**src/logic/output_sync_pkg.sv**
```systemverilog
// constants for the output synchronisation parameter block
package output_sync_pkg;

    localparam int ADDR_W = 8;
    localparam int DATA_W = 32;

    // register byte addresses
    localparam logic [7:0] OFS_ENTRY_COUNT = 8'h00;
    localparam logic [7:0] OFS_MODE_SELECT = 8'h04;
    localparam logic [7:0] OFS_CYCLE_NS    = 8'h08;
    localparam logic [7:0] OFS_PULSE0_DRV  = 8'h0C;
    localparam logic [7:0] OFS_SUPPORTED   = 8'h10;
    localparam logic [7:0] OFS_MIN_PERIOD  = 8'h14;
    localparam logic [7:0] OFS_GAP_MIN     = 8'h18;
    localparam logic [7:0] OFS_COMMAND     = 8'h1C;
    localparam logic [7:0] OFS_PULSE1_DRV  = 8'h20;
    localparam logic [7:0] OFS_MISSED      = 8'h24;
    localparam logic [7:0] OFS_OVERRUN     = 8'h28;
    localparam logic [7:0] OFS_GAP_SHORT   = 8'h2C;
    localparam logic [7:0] OFS_LATE        = 8'h30;
    localparam logic [7:0] OFS_IRQ_STATUS  = 8'h34;
    localparam logic [7:0] OFS_IRQ_MASK    = 8'h38;

    // reset values and constants
    localparam logic [7:0]  ENTRY_COUNT    = 8'h20;
    localparam logic [15:0] MODE_FREE_RUN  = 16'h0000;
    localparam logic [15:0] MODE_MANAGER   = 16'h0001;
    localparam logic [15:0] MODE_PULSE0    = 16'h0002;
    localparam logic [15:0] MODE_PULSE1    = 16'h0003;
    localparam logic [31:0] CYCLE_NS_RST   = 32'h0007_A120;
    localparam logic [15:0] SUPPORTED_MASK = 16'hC007;
    localparam logic [31:0] MIN_PERIOD_RST = 32'h0000_4E20;
    localparam logic [15:0] CMD_STOP       = 16'h0000;
    localparam logic [15:0] CMD_START      = 16'h0001;
    localparam logic [15:0] COUNT_MAX      = 16'hFFFF;
    localparam logic [31:0] NS_MAX         = 32'hFFFF_FFFF;

    // interrupt status / mask bit positions
    localparam int IRQ_W       = 4;
    localparam int IRQ_MISSED  = 0;
    localparam int IRQ_OVERRUN = 1;
    localparam int IRQ_SHORT   = 2;
    localparam int IRQ_LATE    = 3;

    // clock: 20 MHz
    localparam int CLK_PERIOD_NS = 50;
    localparam logic [31:0] NS_PER_CLK = 32'(CLK_PERIOD_NS);

endpackage

```
**src/logic/output_sync_params.sv**
```systemverilog
// output synchronisation parameter bank with timing measurement and counters
`timescale 1ns/1ps
module output_sync_params (
    input  wire logic        clk_sys,        // 20 MHz system clock
    input  wire logic        rst_n,          // synchronous reset, active low
    input  wire logic        clk_en,         // low freezes all state
    input  wire logic [7:0]  avs_address,    // byte address
    input  wire logic        avs_read,       // read request
    input  wire logic        avs_write,      // write request
    input  wire logic [31:0] avs_writedata,  // write data
    input  wire logic [3:0]  avs_byteenable, // byte lanes of a write
    output logic      [31:0] avs_readdata,   // read data
    output logic             avs_waitrequest,// stall while high
    input  wire logic        pulse0_pin,     // distributed-clock pulse 0
    input  wire logic        pulse1_pin,     // distributed-clock pulse 1
    input  wire logic        manager_event,  // output manager event, async
    input  wire logic        operational,    // device in operational state
    input  wire logic        outputs_done,   // pulse: outputs were driven
    output logic             apply_outputs,  // pulse: start of output cycle
    output logic             measure_active, // measurement runs
    output logic             irq             // level interrupt
);

    ////////////////////////////////////////////////////////////////////////
    typedef struct packed {
        logic [2:0]  p0_sync;
        logic [2:0]  p1_sync;
        logic [2:0]  ev_sync;
        logic [15:0] mode;
        logic [31:0] cycle_ns;
        logic [15:0] command;
        logic [31:0] pulse0_drv;
        logic [31:0] min_period;
        logic [31:0] gap_min;
        logic [31:0] pulse1_drv;
        logic [15:0] missed;
        logic [15:0] overrun;
        logic [15:0] gap_short;
        logic        late;
        logic [3:0]  irq_status;
        logic [3:0]  irq_mask;
        logic [31:0] since0;
        logic [31:0] since1;
        logic [31:0] since_start;
        logic [31:0] timer_ns;
        logic        busy;
        logic        event_seen;
        logic        ack;
        logic [31:0] rdata;
        logic        apply;
    } state_type;

    state_type st_ff;
    state_type nxt_st;

    function automatic logic [31:0] sat_add_ns(input logic [31:0] a);
        logic [32:0] s;
        s = {1'b0, a} + {1'b0, output_sync_pkg::NS_PER_CLK};
        sat_add_ns = s[32] ? output_sync_pkg::NS_MAX : s[31:0];
    endfunction

    function automatic logic [15:0] sat_inc(input logic [15:0] a);
        sat_inc = (a == output_sync_pkg::COUNT_MAX) ? a : a + 16'h0001;
    endfunction

    function automatic logic [31:0] max_ns(input logic [31:0] a,
                                           input logic [31:0] b);
        max_ns = (a > b) ? a : b;
    endfunction

    function automatic logic [31:0] merge_be(input logic [31:0] old,
                                             input logic [31:0] wd,
                                             input logic [3:0]  be);
        logic [31:0] r;
        r = old;
        for (int i = 0; i < 4; i++) begin
            if (be[i]) begin
                r[i*8 +: 8] = wd[i*8 +: 8];
            end
        end
        merge_be = r;
    endfunction

    ////////////////////////////////////////////////////////////////////////
    // combinational decode of the current state
    logic        edge0;
    logic        edge1;
    logic        edge_ev;
    logic        dc_mode;
    logic        timer_fire;
    logic        cycle_start;
    logic        bus_req;
    logic        wr_take;
    logic        start_meas;
    logic [31:0] wr_val;
    logic [31:0] rd_mux;
    logic [31:0] timer_next;
    logic [3:0]  irq_events;

    assign edge0   = st_ff.p0_sync[1] & ~st_ff.p0_sync[2];
    assign edge1   = st_ff.p1_sync[1] & ~st_ff.p1_sync[2];
    assign edge_ev = st_ff.ev_sync[1] & ~st_ff.ev_sync[2];
    assign dc_mode = (st_ff.mode == output_sync_pkg::MODE_PULSE0) ||
                     (st_ff.mode == output_sync_pkg::MODE_PULSE1);
    assign timer_next = sat_add_ns(st_ff.timer_ns);
    assign timer_fire = (st_ff.mode == output_sync_pkg::MODE_FREE_RUN) &&
                        (timer_next >= st_ff.cycle_ns);

    always_comb begin
        case (st_ff.mode)
            output_sync_pkg::MODE_FREE_RUN: cycle_start = timer_fire;
            output_sync_pkg::MODE_MANAGER:  cycle_start = edge_ev;
            output_sync_pkg::MODE_PULSE0:   cycle_start = edge0;
            output_sync_pkg::MODE_PULSE1:   cycle_start = edge1;
            default:                        cycle_start = 1'b0;
        endcase
    end

    // one wait cycle, then the answer: waitrequest drops with st_ff.ack high
    assign bus_req         = avs_read | avs_write;
    assign avs_waitrequest = bus_req & ~st_ff.ack;
    assign wr_take    = clk_en & avs_write & st_ff.ack;
    assign wr_val     = avs_writedata;
    assign start_meas = wr_take &&
                        (avs_address == output_sync_pkg::OFS_COMMAND) &&
                        avs_byteenable[0] &&
                        (merge_be({16'h0000, st_ff.command}, wr_val,
                                  avs_byteenable) ==
                         {16'h0000, output_sync_pkg::CMD_START}) &&
                        (st_ff.command != output_sync_pkg::CMD_START);

    always_comb begin
        case (avs_address)
            output_sync_pkg::OFS_ENTRY_COUNT:
                rd_mux = {24'h00_0000, output_sync_pkg::ENTRY_COUNT};
            output_sync_pkg::OFS_MODE_SELECT: rd_mux = {16'h0000, st_ff.mode};
            output_sync_pkg::OFS_CYCLE_NS:    rd_mux = st_ff.cycle_ns;
            output_sync_pkg::OFS_PULSE0_DRV:  rd_mux = st_ff.pulse0_drv;
            output_sync_pkg::OFS_SUPPORTED:
                rd_mux = {16'h0000, output_sync_pkg::SUPPORTED_MASK};
            output_sync_pkg::OFS_MIN_PERIOD:  rd_mux = st_ff.min_period;
            output_sync_pkg::OFS_GAP_MIN:     rd_mux = st_ff.gap_min;
            output_sync_pkg::OFS_COMMAND:
                rd_mux = {16'h0000, st_ff.command};
            output_sync_pkg::OFS_PULSE1_DRV:  rd_mux = st_ff.pulse1_drv;
            output_sync_pkg::OFS_MISSED:      rd_mux = {16'h0000, st_ff.missed};
            output_sync_pkg::OFS_OVERRUN:
                rd_mux = {16'h0000, st_ff.overrun};
            output_sync_pkg::OFS_GAP_SHORT:
                rd_mux = {16'h0000, st_ff.gap_short};
            output_sync_pkg::OFS_LATE:        rd_mux = {31'h0, st_ff.late};
            output_sync_pkg::OFS_IRQ_STATUS:
                rd_mux = {28'h0, st_ff.irq_status};
            output_sync_pkg::OFS_IRQ_MASK:    rd_mux = {28'h0, st_ff.irq_mask};
            default:                          rd_mux = 32'h0000_0000;
        endcase
    end

    ////////////////////////////////////////////////////////////////////////
    always_comb begin
        nxt_st = st_ff;
        irq_events = 4'h0;
        if (clk_en) begin
            // pins: two flops, then an edge-detect flop
            nxt_st.p0_sync = {st_ff.p0_sync[1:0], pulse0_pin};
            nxt_st.p1_sync = {st_ff.p1_sync[1:0], pulse1_pin};
            nxt_st.ev_sync = {st_ff.ev_sync[1:0], manager_event};

            // bus slave
            nxt_st.ack = bus_req & ~st_ff.ack;
            if (bus_req && !st_ff.ack) begin
                nxt_st.rdata = rd_mux;
            end

            // elapsed-time trackers in ns
            nxt_st.since0 = edge0 ? 32'h0000_0000 : sat_add_ns(st_ff.since0);
            nxt_st.since1 = edge1 ? 32'h0000_0000 : sat_add_ns(st_ff.since1);
            nxt_st.since_start = cycle_start ? 32'h0000_0000
                                             : sat_add_ns(st_ff.since_start);
            // local timer period follows the cycle register in free run
            nxt_st.timer_ns = (timer_fire ||
                (st_ff.mode != output_sync_pkg::MODE_FREE_RUN)) ?
                32'h0000_0000 : timer_next;

            nxt_st.apply = cycle_start;
            // a new cycle wins over the completion of the previous one
            nxt_st.busy = cycle_start | (st_ff.busy & ~outputs_done);
            // event arriving with the cycle start still counts as seen
            nxt_st.event_seen = edge_ev | (st_ff.event_seen & ~cycle_start);

            if (cycle_start && operational && st_ff.busy) begin
                nxt_st.overrun = sat_inc(st_ff.overrun);
                irq_events[output_sync_pkg::IRQ_OVERRUN] = 1'b1;
            end
            if (cycle_start && operational && dc_mode &&
                !st_ff.event_seen && !edge_ev) begin
                nxt_st.missed = sat_inc(st_ff.missed);
                irq_events[output_sync_pkg::IRQ_MISSED] = 1'b1;
            end
            if (edge1 && dc_mode && (st_ff.since0 < st_ff.gap_min)) begin
                nxt_st.gap_short = sat_inc(st_ff.gap_short);
                irq_events[output_sync_pkg::IRQ_SHORT] = 1'b1;
            end
            if (cycle_start && dc_mode) begin
                // previous outputs still pending when the next cycle begins
                nxt_st.late = st_ff.busy;
                irq_events[output_sync_pkg::IRQ_LATE] = st_ff.busy;
            end

            // maxima while measuring
            if (st_ff.command == output_sync_pkg::CMD_START) begin
                if (outputs_done && st_ff.busy) begin
                    nxt_st.min_period = max_ns(st_ff.min_period,
                                               st_ff.since_start);
                    if (dc_mode) begin
                        nxt_st.pulse0_drv = max_ns(st_ff.pulse0_drv,
                                                   st_ff.since0);
                        nxt_st.pulse1_drv = max_ns(st_ff.pulse1_drv,
                                                   st_ff.since1);
                    end
                end
                if (edge1 && dc_mode) begin
                    nxt_st.gap_min = max_ns(st_ff.gap_min,
                                            st_ff.since0);
                end
            end
            if (start_meas) begin
                nxt_st.pulse0_drv = 32'h0000_0000;
                nxt_st.pulse1_drv = 32'h0000_0000;
                nxt_st.min_period = 32'h0000_0000;
                nxt_st.gap_min    = 32'h0000_0000;
            end

            // register writes
            if (wr_take) begin
                case (avs_address)
                    output_sync_pkg::OFS_MODE_SELECT: begin
                        nxt_st.mode = 16'(merge_be({16'h0000, st_ff.mode},
                                      wr_val, avs_byteenable));
                    end
                    output_sync_pkg::OFS_CYCLE_NS: begin
                        nxt_st.cycle_ns = merge_be(st_ff.cycle_ns, wr_val,
                                                   avs_byteenable);
                    end
                    output_sync_pkg::OFS_COMMAND: begin
                        nxt_st.command = 16'(merge_be({16'h0000,
                                         st_ff.command}, wr_val,
                                         avs_byteenable));
                    end
                    output_sync_pkg::OFS_IRQ_MASK: begin
                        if (avs_byteenable[0]) begin
                            nxt_st.irq_mask = wr_val[3:0];
                        end
                    end
                    output_sync_pkg::OFS_IRQ_STATUS: begin
                        if (avs_byteenable[0]) begin
                            nxt_st.irq_status = st_ff.irq_status &
                                                ~wr_val[3:0];
                        end
                    end
                    default: begin
                    end
                endcase
            end
            // set wins over a write-one-to-clear in the same cycle
            nxt_st.irq_status = nxt_st.irq_status | irq_events;
        end
    end

    always_ff @(posedge clk_sys) begin
        if (!rst_n) begin
            st_ff            <= '0;
            st_ff.mode       <= output_sync_pkg::MODE_MANAGER;
            st_ff.cycle_ns   <= output_sync_pkg::CYCLE_NS_RST;
            st_ff.min_period <= output_sync_pkg::MIN_PERIOD_RST;
            st_ff.command    <= output_sync_pkg::CMD_STOP;
        end else begin
            st_ff <= nxt_st;
        end
    end

    assign avs_readdata   = st_ff.rdata;
    assign apply_outputs  = st_ff.apply;
    assign measure_active = (st_ff.command == output_sync_pkg::CMD_START);
    assign irq            = |(st_ff.irq_status & st_ff.irq_mask);

    logic acc_wr;
    assign acc_wr = clk_en & avs_write & ~avs_waitrequest &
                    (avs_byteenable == 4'hF);
endmodule // output_sync_params

```
**config.mk**
```make
export PLATFORM = sky130hd
export DESIGN_NAME = output_sync_params
export DESIGN_NICKNAME = d
export VERILOG_FILES = /design/src/logic/output_sync_pkg.sv /design/src/logic/output_sync_params.sv
export SDC_FILE = /design/constraint.sdc
export NUM_CORES = 1
export LEC_CHECK = 0
export ABC_AREA = 1
export BUFFER_PORTS_ARGS = -buffer_cell sky130_fd_sc_hd__buf_2
export CORE_UTILIZATION = 37
export DETAILED_ROUTE_END_ITERATION = 8
export GPL_ROUTABILITY_DRIVEN = 0
export PLACE_DENSITY = 0.57
export SYNTH_ARGS = -nofsm -noshare
export SYNTH_HDL_FRONTEND = slang
export SYNTH_SLANG_ARGS = --single-unit
```
**constraint.sdc**
```tcl
create_clock -name clk_sys -period 3.71 [get_ports clk_sys]
set_input_delay 0.1855 -clock clk_sys [delete_from_list [all_inputs] [get_ports clk_sys]]
set_output_delay 0.1855 -clock clk_sys [all_outputs]
set_load 0.02 [all_outputs]
```
==> results_dict.tcl <==
set metrics [dict create \
    ys.flop_type "dfxtp_1" \
    track_usage 0.264 \
    cts-htree-levels 2 \
    synth-seq-cells 422 \
    nets 4247 \
    worst_pin_slew_ps 1020 \
    synth_edf_count 0 \
    max_clock_freq_mhz 283 \
    crit_buf_inv 4 \
    cap_viol_max_count 0 \
    place_area_um2 27500 \
    port-buffer-count 89 \
    finalCritPeriodShare 0.954 \
    grt_pass1_wl_um 146000 \
    dp_cells 4854 \
    syn_area_um2 25900 \
    timing.slew.headroom 0.317 \
    grt_max_degree 188 \
    cts_sinks 422 \
    irDropWorstVdd_uv 349 \
    cts_buffer_depth 3 \
    area_growth_pct 15.7 \
    synth.distinct_cells 53 \
    drt_iter0_markers 2563 \
    critPathMaxFanout 10 \
    die_area_um2 71200 \
    clkSlewWorstSetupHoldPaths_ps 60 \
    grt_pass1_vias 24400 \
    die_w_um 267 \
    antenna_found_initial 2 \
    cp_top_family "simple AND/OR/NAND/NOR gates" \
    p_per_area_nw_per_um2 351 \
    cts_root_buffer "clkbuf_16" \
    yosysWarningCount 0 \
    fillers 7366 \
    async_flop_share 0 \
    syn-num-nets 4147 \
    crit_path_max_incr_delay_ps 370 \
    outcome "finished clean" \
    antenna_left 0 \
    dp_hpwl_um 69000 \
    post_drt_wl_per_cell_um 19.1 \
    antenna_cells 0 \
    finalSetupTns_ps 0 \
    via_per_inst 5.41 \
    fp.dieH_um 267 \
    crit_type "reg -> reg" \
    worstPathCellList "inv_2 -> nor3_1 -> inv_1 -> nor4_2 -> buf_4 -> nand3_1 -> o21ai_1 -> nand3b_1 -> ha_4 -> nand2_1 -> nor2_2 -> nand4_1 -> nor2_1 -> nand2_2 -> nand2_4 -> nand2_4 -> nand2_4 -> buf_4 -> nand4_4 -> nor2_1 -> nand2_1 -> nand2_1 -> nor2_1" \
    critPathSlowestCell "dfxtp_1" \
    finalPower_mw 10.5 \
    fin_skew_ps 22.4 \
    synth_cells 3926 \
    cp-start-kind "flip-flop" \
    dr.pass1.iters 6 \
    core_um2 68900 \
    required_ps 4220 \
    power.leakage_nw 12.1 \
    synth_area_per_cell_um2 6.61 \
    route.detailed.drc 0 \
    vias 27000 \
    ioPinCount 90 \
    fin_crit_ps 3540 \
    setup_viol_count_final 0 \
    slew_viol_final 0 \
    num_rows 96 \
    final_hold_viol_count 0 \
    wirelength_um 95500 \
    cp-end-kind "flip-flop" \
    worstHoldPathType "in -> reg" \
    final_core_util 0.435 \
    cp_data_arrival_time_ps 4050 \
    ys_seq_area_frac 0.326 \
    overflow 0 \
    numCtsBuffers 51 \
    design_area_um2 30000 \
    clk_latency_ps 620 \
    initial_utilization 0.376 \
    cts_tree "built" \
    final_layout_size_suffix_gt1_frac 0.0989 \
    final_cells 4995 \
]
## sequential cells by signal, indices dropped and copies added (netlist names)
register and cells:
avs_readdata 32, st_ff 389, apply_outputs 1
## routing by layer
metal	up-vias	GRT usage	part of all wire
met1	12700	0.372	0.46
li1	13200	-	-
met2	905	0.410	0.44
met5	-	0	0
met3	188	0.0310	0.061
met4	0	0.0988	0.038
## cells in the final DEF (no fill, tap or decap), types with 5 or more instances in the layout
cell | Yosys | routed
a211oi_1 | 14 | 14
a21oi_1 | 399 | 394
a21oi_2 | 1 | 6
a221oi_1 | 20 | 20
a31oi_1 | 9 | 9
buf_12 | 0 | 7
buf_2 | 30 | 89
buf_4 | 43 | 118
clkbuf_1 | 123 | 12
clkbuf_16 | 0 | 54
clkbuf_8 | 0 | 13
clkinv_2 | 0 | 8
dfxtp_1 | 422 | 419
dlygate4sd3_1 | 0 | 38
ha_1 | 167 | 162
inv_1 | 395 | 390
inv_2 | 7 | 10
nand2_1 | 950 | 938
nand2_2 | 4 | 11
nand2_4 | 0 | 5
nand3_1 | 157 | 148
nand3_2 | 2 | 11
nand3b_1 | 14 | 14
nand4_1 | 136 | 136
nor2_1 | 441 | 427
nor2_2 | 4 | 15
nor2_4 | 2 | 5
nor3_1 | 92 | 86
nor3_2 | 5 | 10
nor4_1 | 25 | 24
o211ai_1 | 31 | 31
o21ai_0 | 254 | 249
o21ai_1 | 15 | 17
o221ai_1 | 6 | 6
o22ai_1 | 21 | 21
o31ai_1 | 5 | 5
or2_2 | 12 | 11
xor2_1 | 69 | 69
## cell type report
cell class	instances	area, um^2	share of cell area
multi-input cells	2892	15200	0.508
clock buffers	78	1550	0.0517
repair buffers	255	1900	0.0633
well taps	931	1160	0.0388
clock inverters	13	169	0.00563
flip-flops and latches	422	8450	0.282
inverters	404	1530	0.0509
## Yosys cell counts (12+ instances only)
library cell / number / area [um^2]
or2_2: 12 / 75.1
nand2_1: 950 / 3570
o211ai_1: 31 / 233
nand3_1: 157 / 786
o21ai_1: 15 / 75.1
dfxtp_1: 422 / 8450
a221oi_1: 20 / 175
buf_4: 43 / 323
nor3_1: 92 / 460
nand4_1: 136 / 851
o21ai_0: 254 / 1270
ha_1: 167 / 2090
nor4_1: 25 / 156
a211oi_1: 14 / 105
nand3b_1: 14 / 105
nor2_1: 441 / 1660
o22ai_1: 21 / 131
xor2_1: 69 / 604
inv_1: 395 / 1480
clkbuf_1: 123 / 462
buf_2: 30 / 150
a21oi_1: 399 / 2000
## path summary, 6_finish.rpt
| path | to | slack, ps | cells past startpoint | startpoint |
|---|---|---|---|---|
| max | st_ff[210] | 170 | 23 | st_ff[60] |
| min | st_ff[35] | 40 | 4 | outputs_done |
| max reg2reg | st_ff[210] | 170 | 23 | st_ff[60] |
| min reg2reg | avs_readdata[17] | 460 | 2 | avs_readdata[17] |
## kinds of logic (layout without fill, tap and decap cells)
group / after synthesis / count (layout) / synth area share
AO/OA/AOI/OAI: 798 / 798 / 0.167
XOR/XNOR: 70 / 70 / 0.0236
adder cells (fa/ha/maj): 167 / 167 / 0.0805
buffers and inverters: 612 / 750 / 0.0977
flip-flops: 422 / 422 / 0.326
multiplexers: 1 / 1 / 0.000386
AND/OR/NAND/NOR: 1856 / 1856 / 0.305
## worst reg2reg max path, cell delays in order, from the launching register on
cell and delay, ps:
dfxtp_1 370, inv_2 80, nor3_1 170, inv_1 100, nor4_2 240, buf_4 160
nand3_1 110, o21ai_1 150, nand3b_1 160, ha_4 320, nand2_1 70, nor2_2 130
nand4_1 160, nor2_1 160, nand2_2 80, nand2_4 110, nand2_4 90, nand2_4 100
buf_4 120, nand4_4 150, nor2_1 220, nand2_1 70, nand2_1 60, nor2_1 50
## stage by stage
| stage | setup slack [ps] | hold WS, ps |
|---|---|---|
| 2_1_floorplan | 475 | 316 |
| 3_5_place_dp | -164 | 429 |
| 6_report | 172 | 44.4 |
| 5_1_grt | -87.8 | 74.9 |
| 3_3_place_gp | -46.0 | 430 |
| 4_1_cts | 6.81 | 13.5 |
## report_power, final
part / internal, mW / total [mW] / switching (mW)
logic: 0.204 / 0.706 / 0.503
registers: 4.56 / 4.58 / 0.0276
clock network: 3.13 / 5.25 / 2.12
## timing repair
item,CTS,global route
endpoints found under the hold margin,59,0
gates resized for setup,12,64
endpoints found under the setup margin,59,100
setup buffers,2,8
gates cloned,1,2
hold buffers,38,0
pin swaps,7,24
No activity file was read; power rests on OpenSTA's default activity.
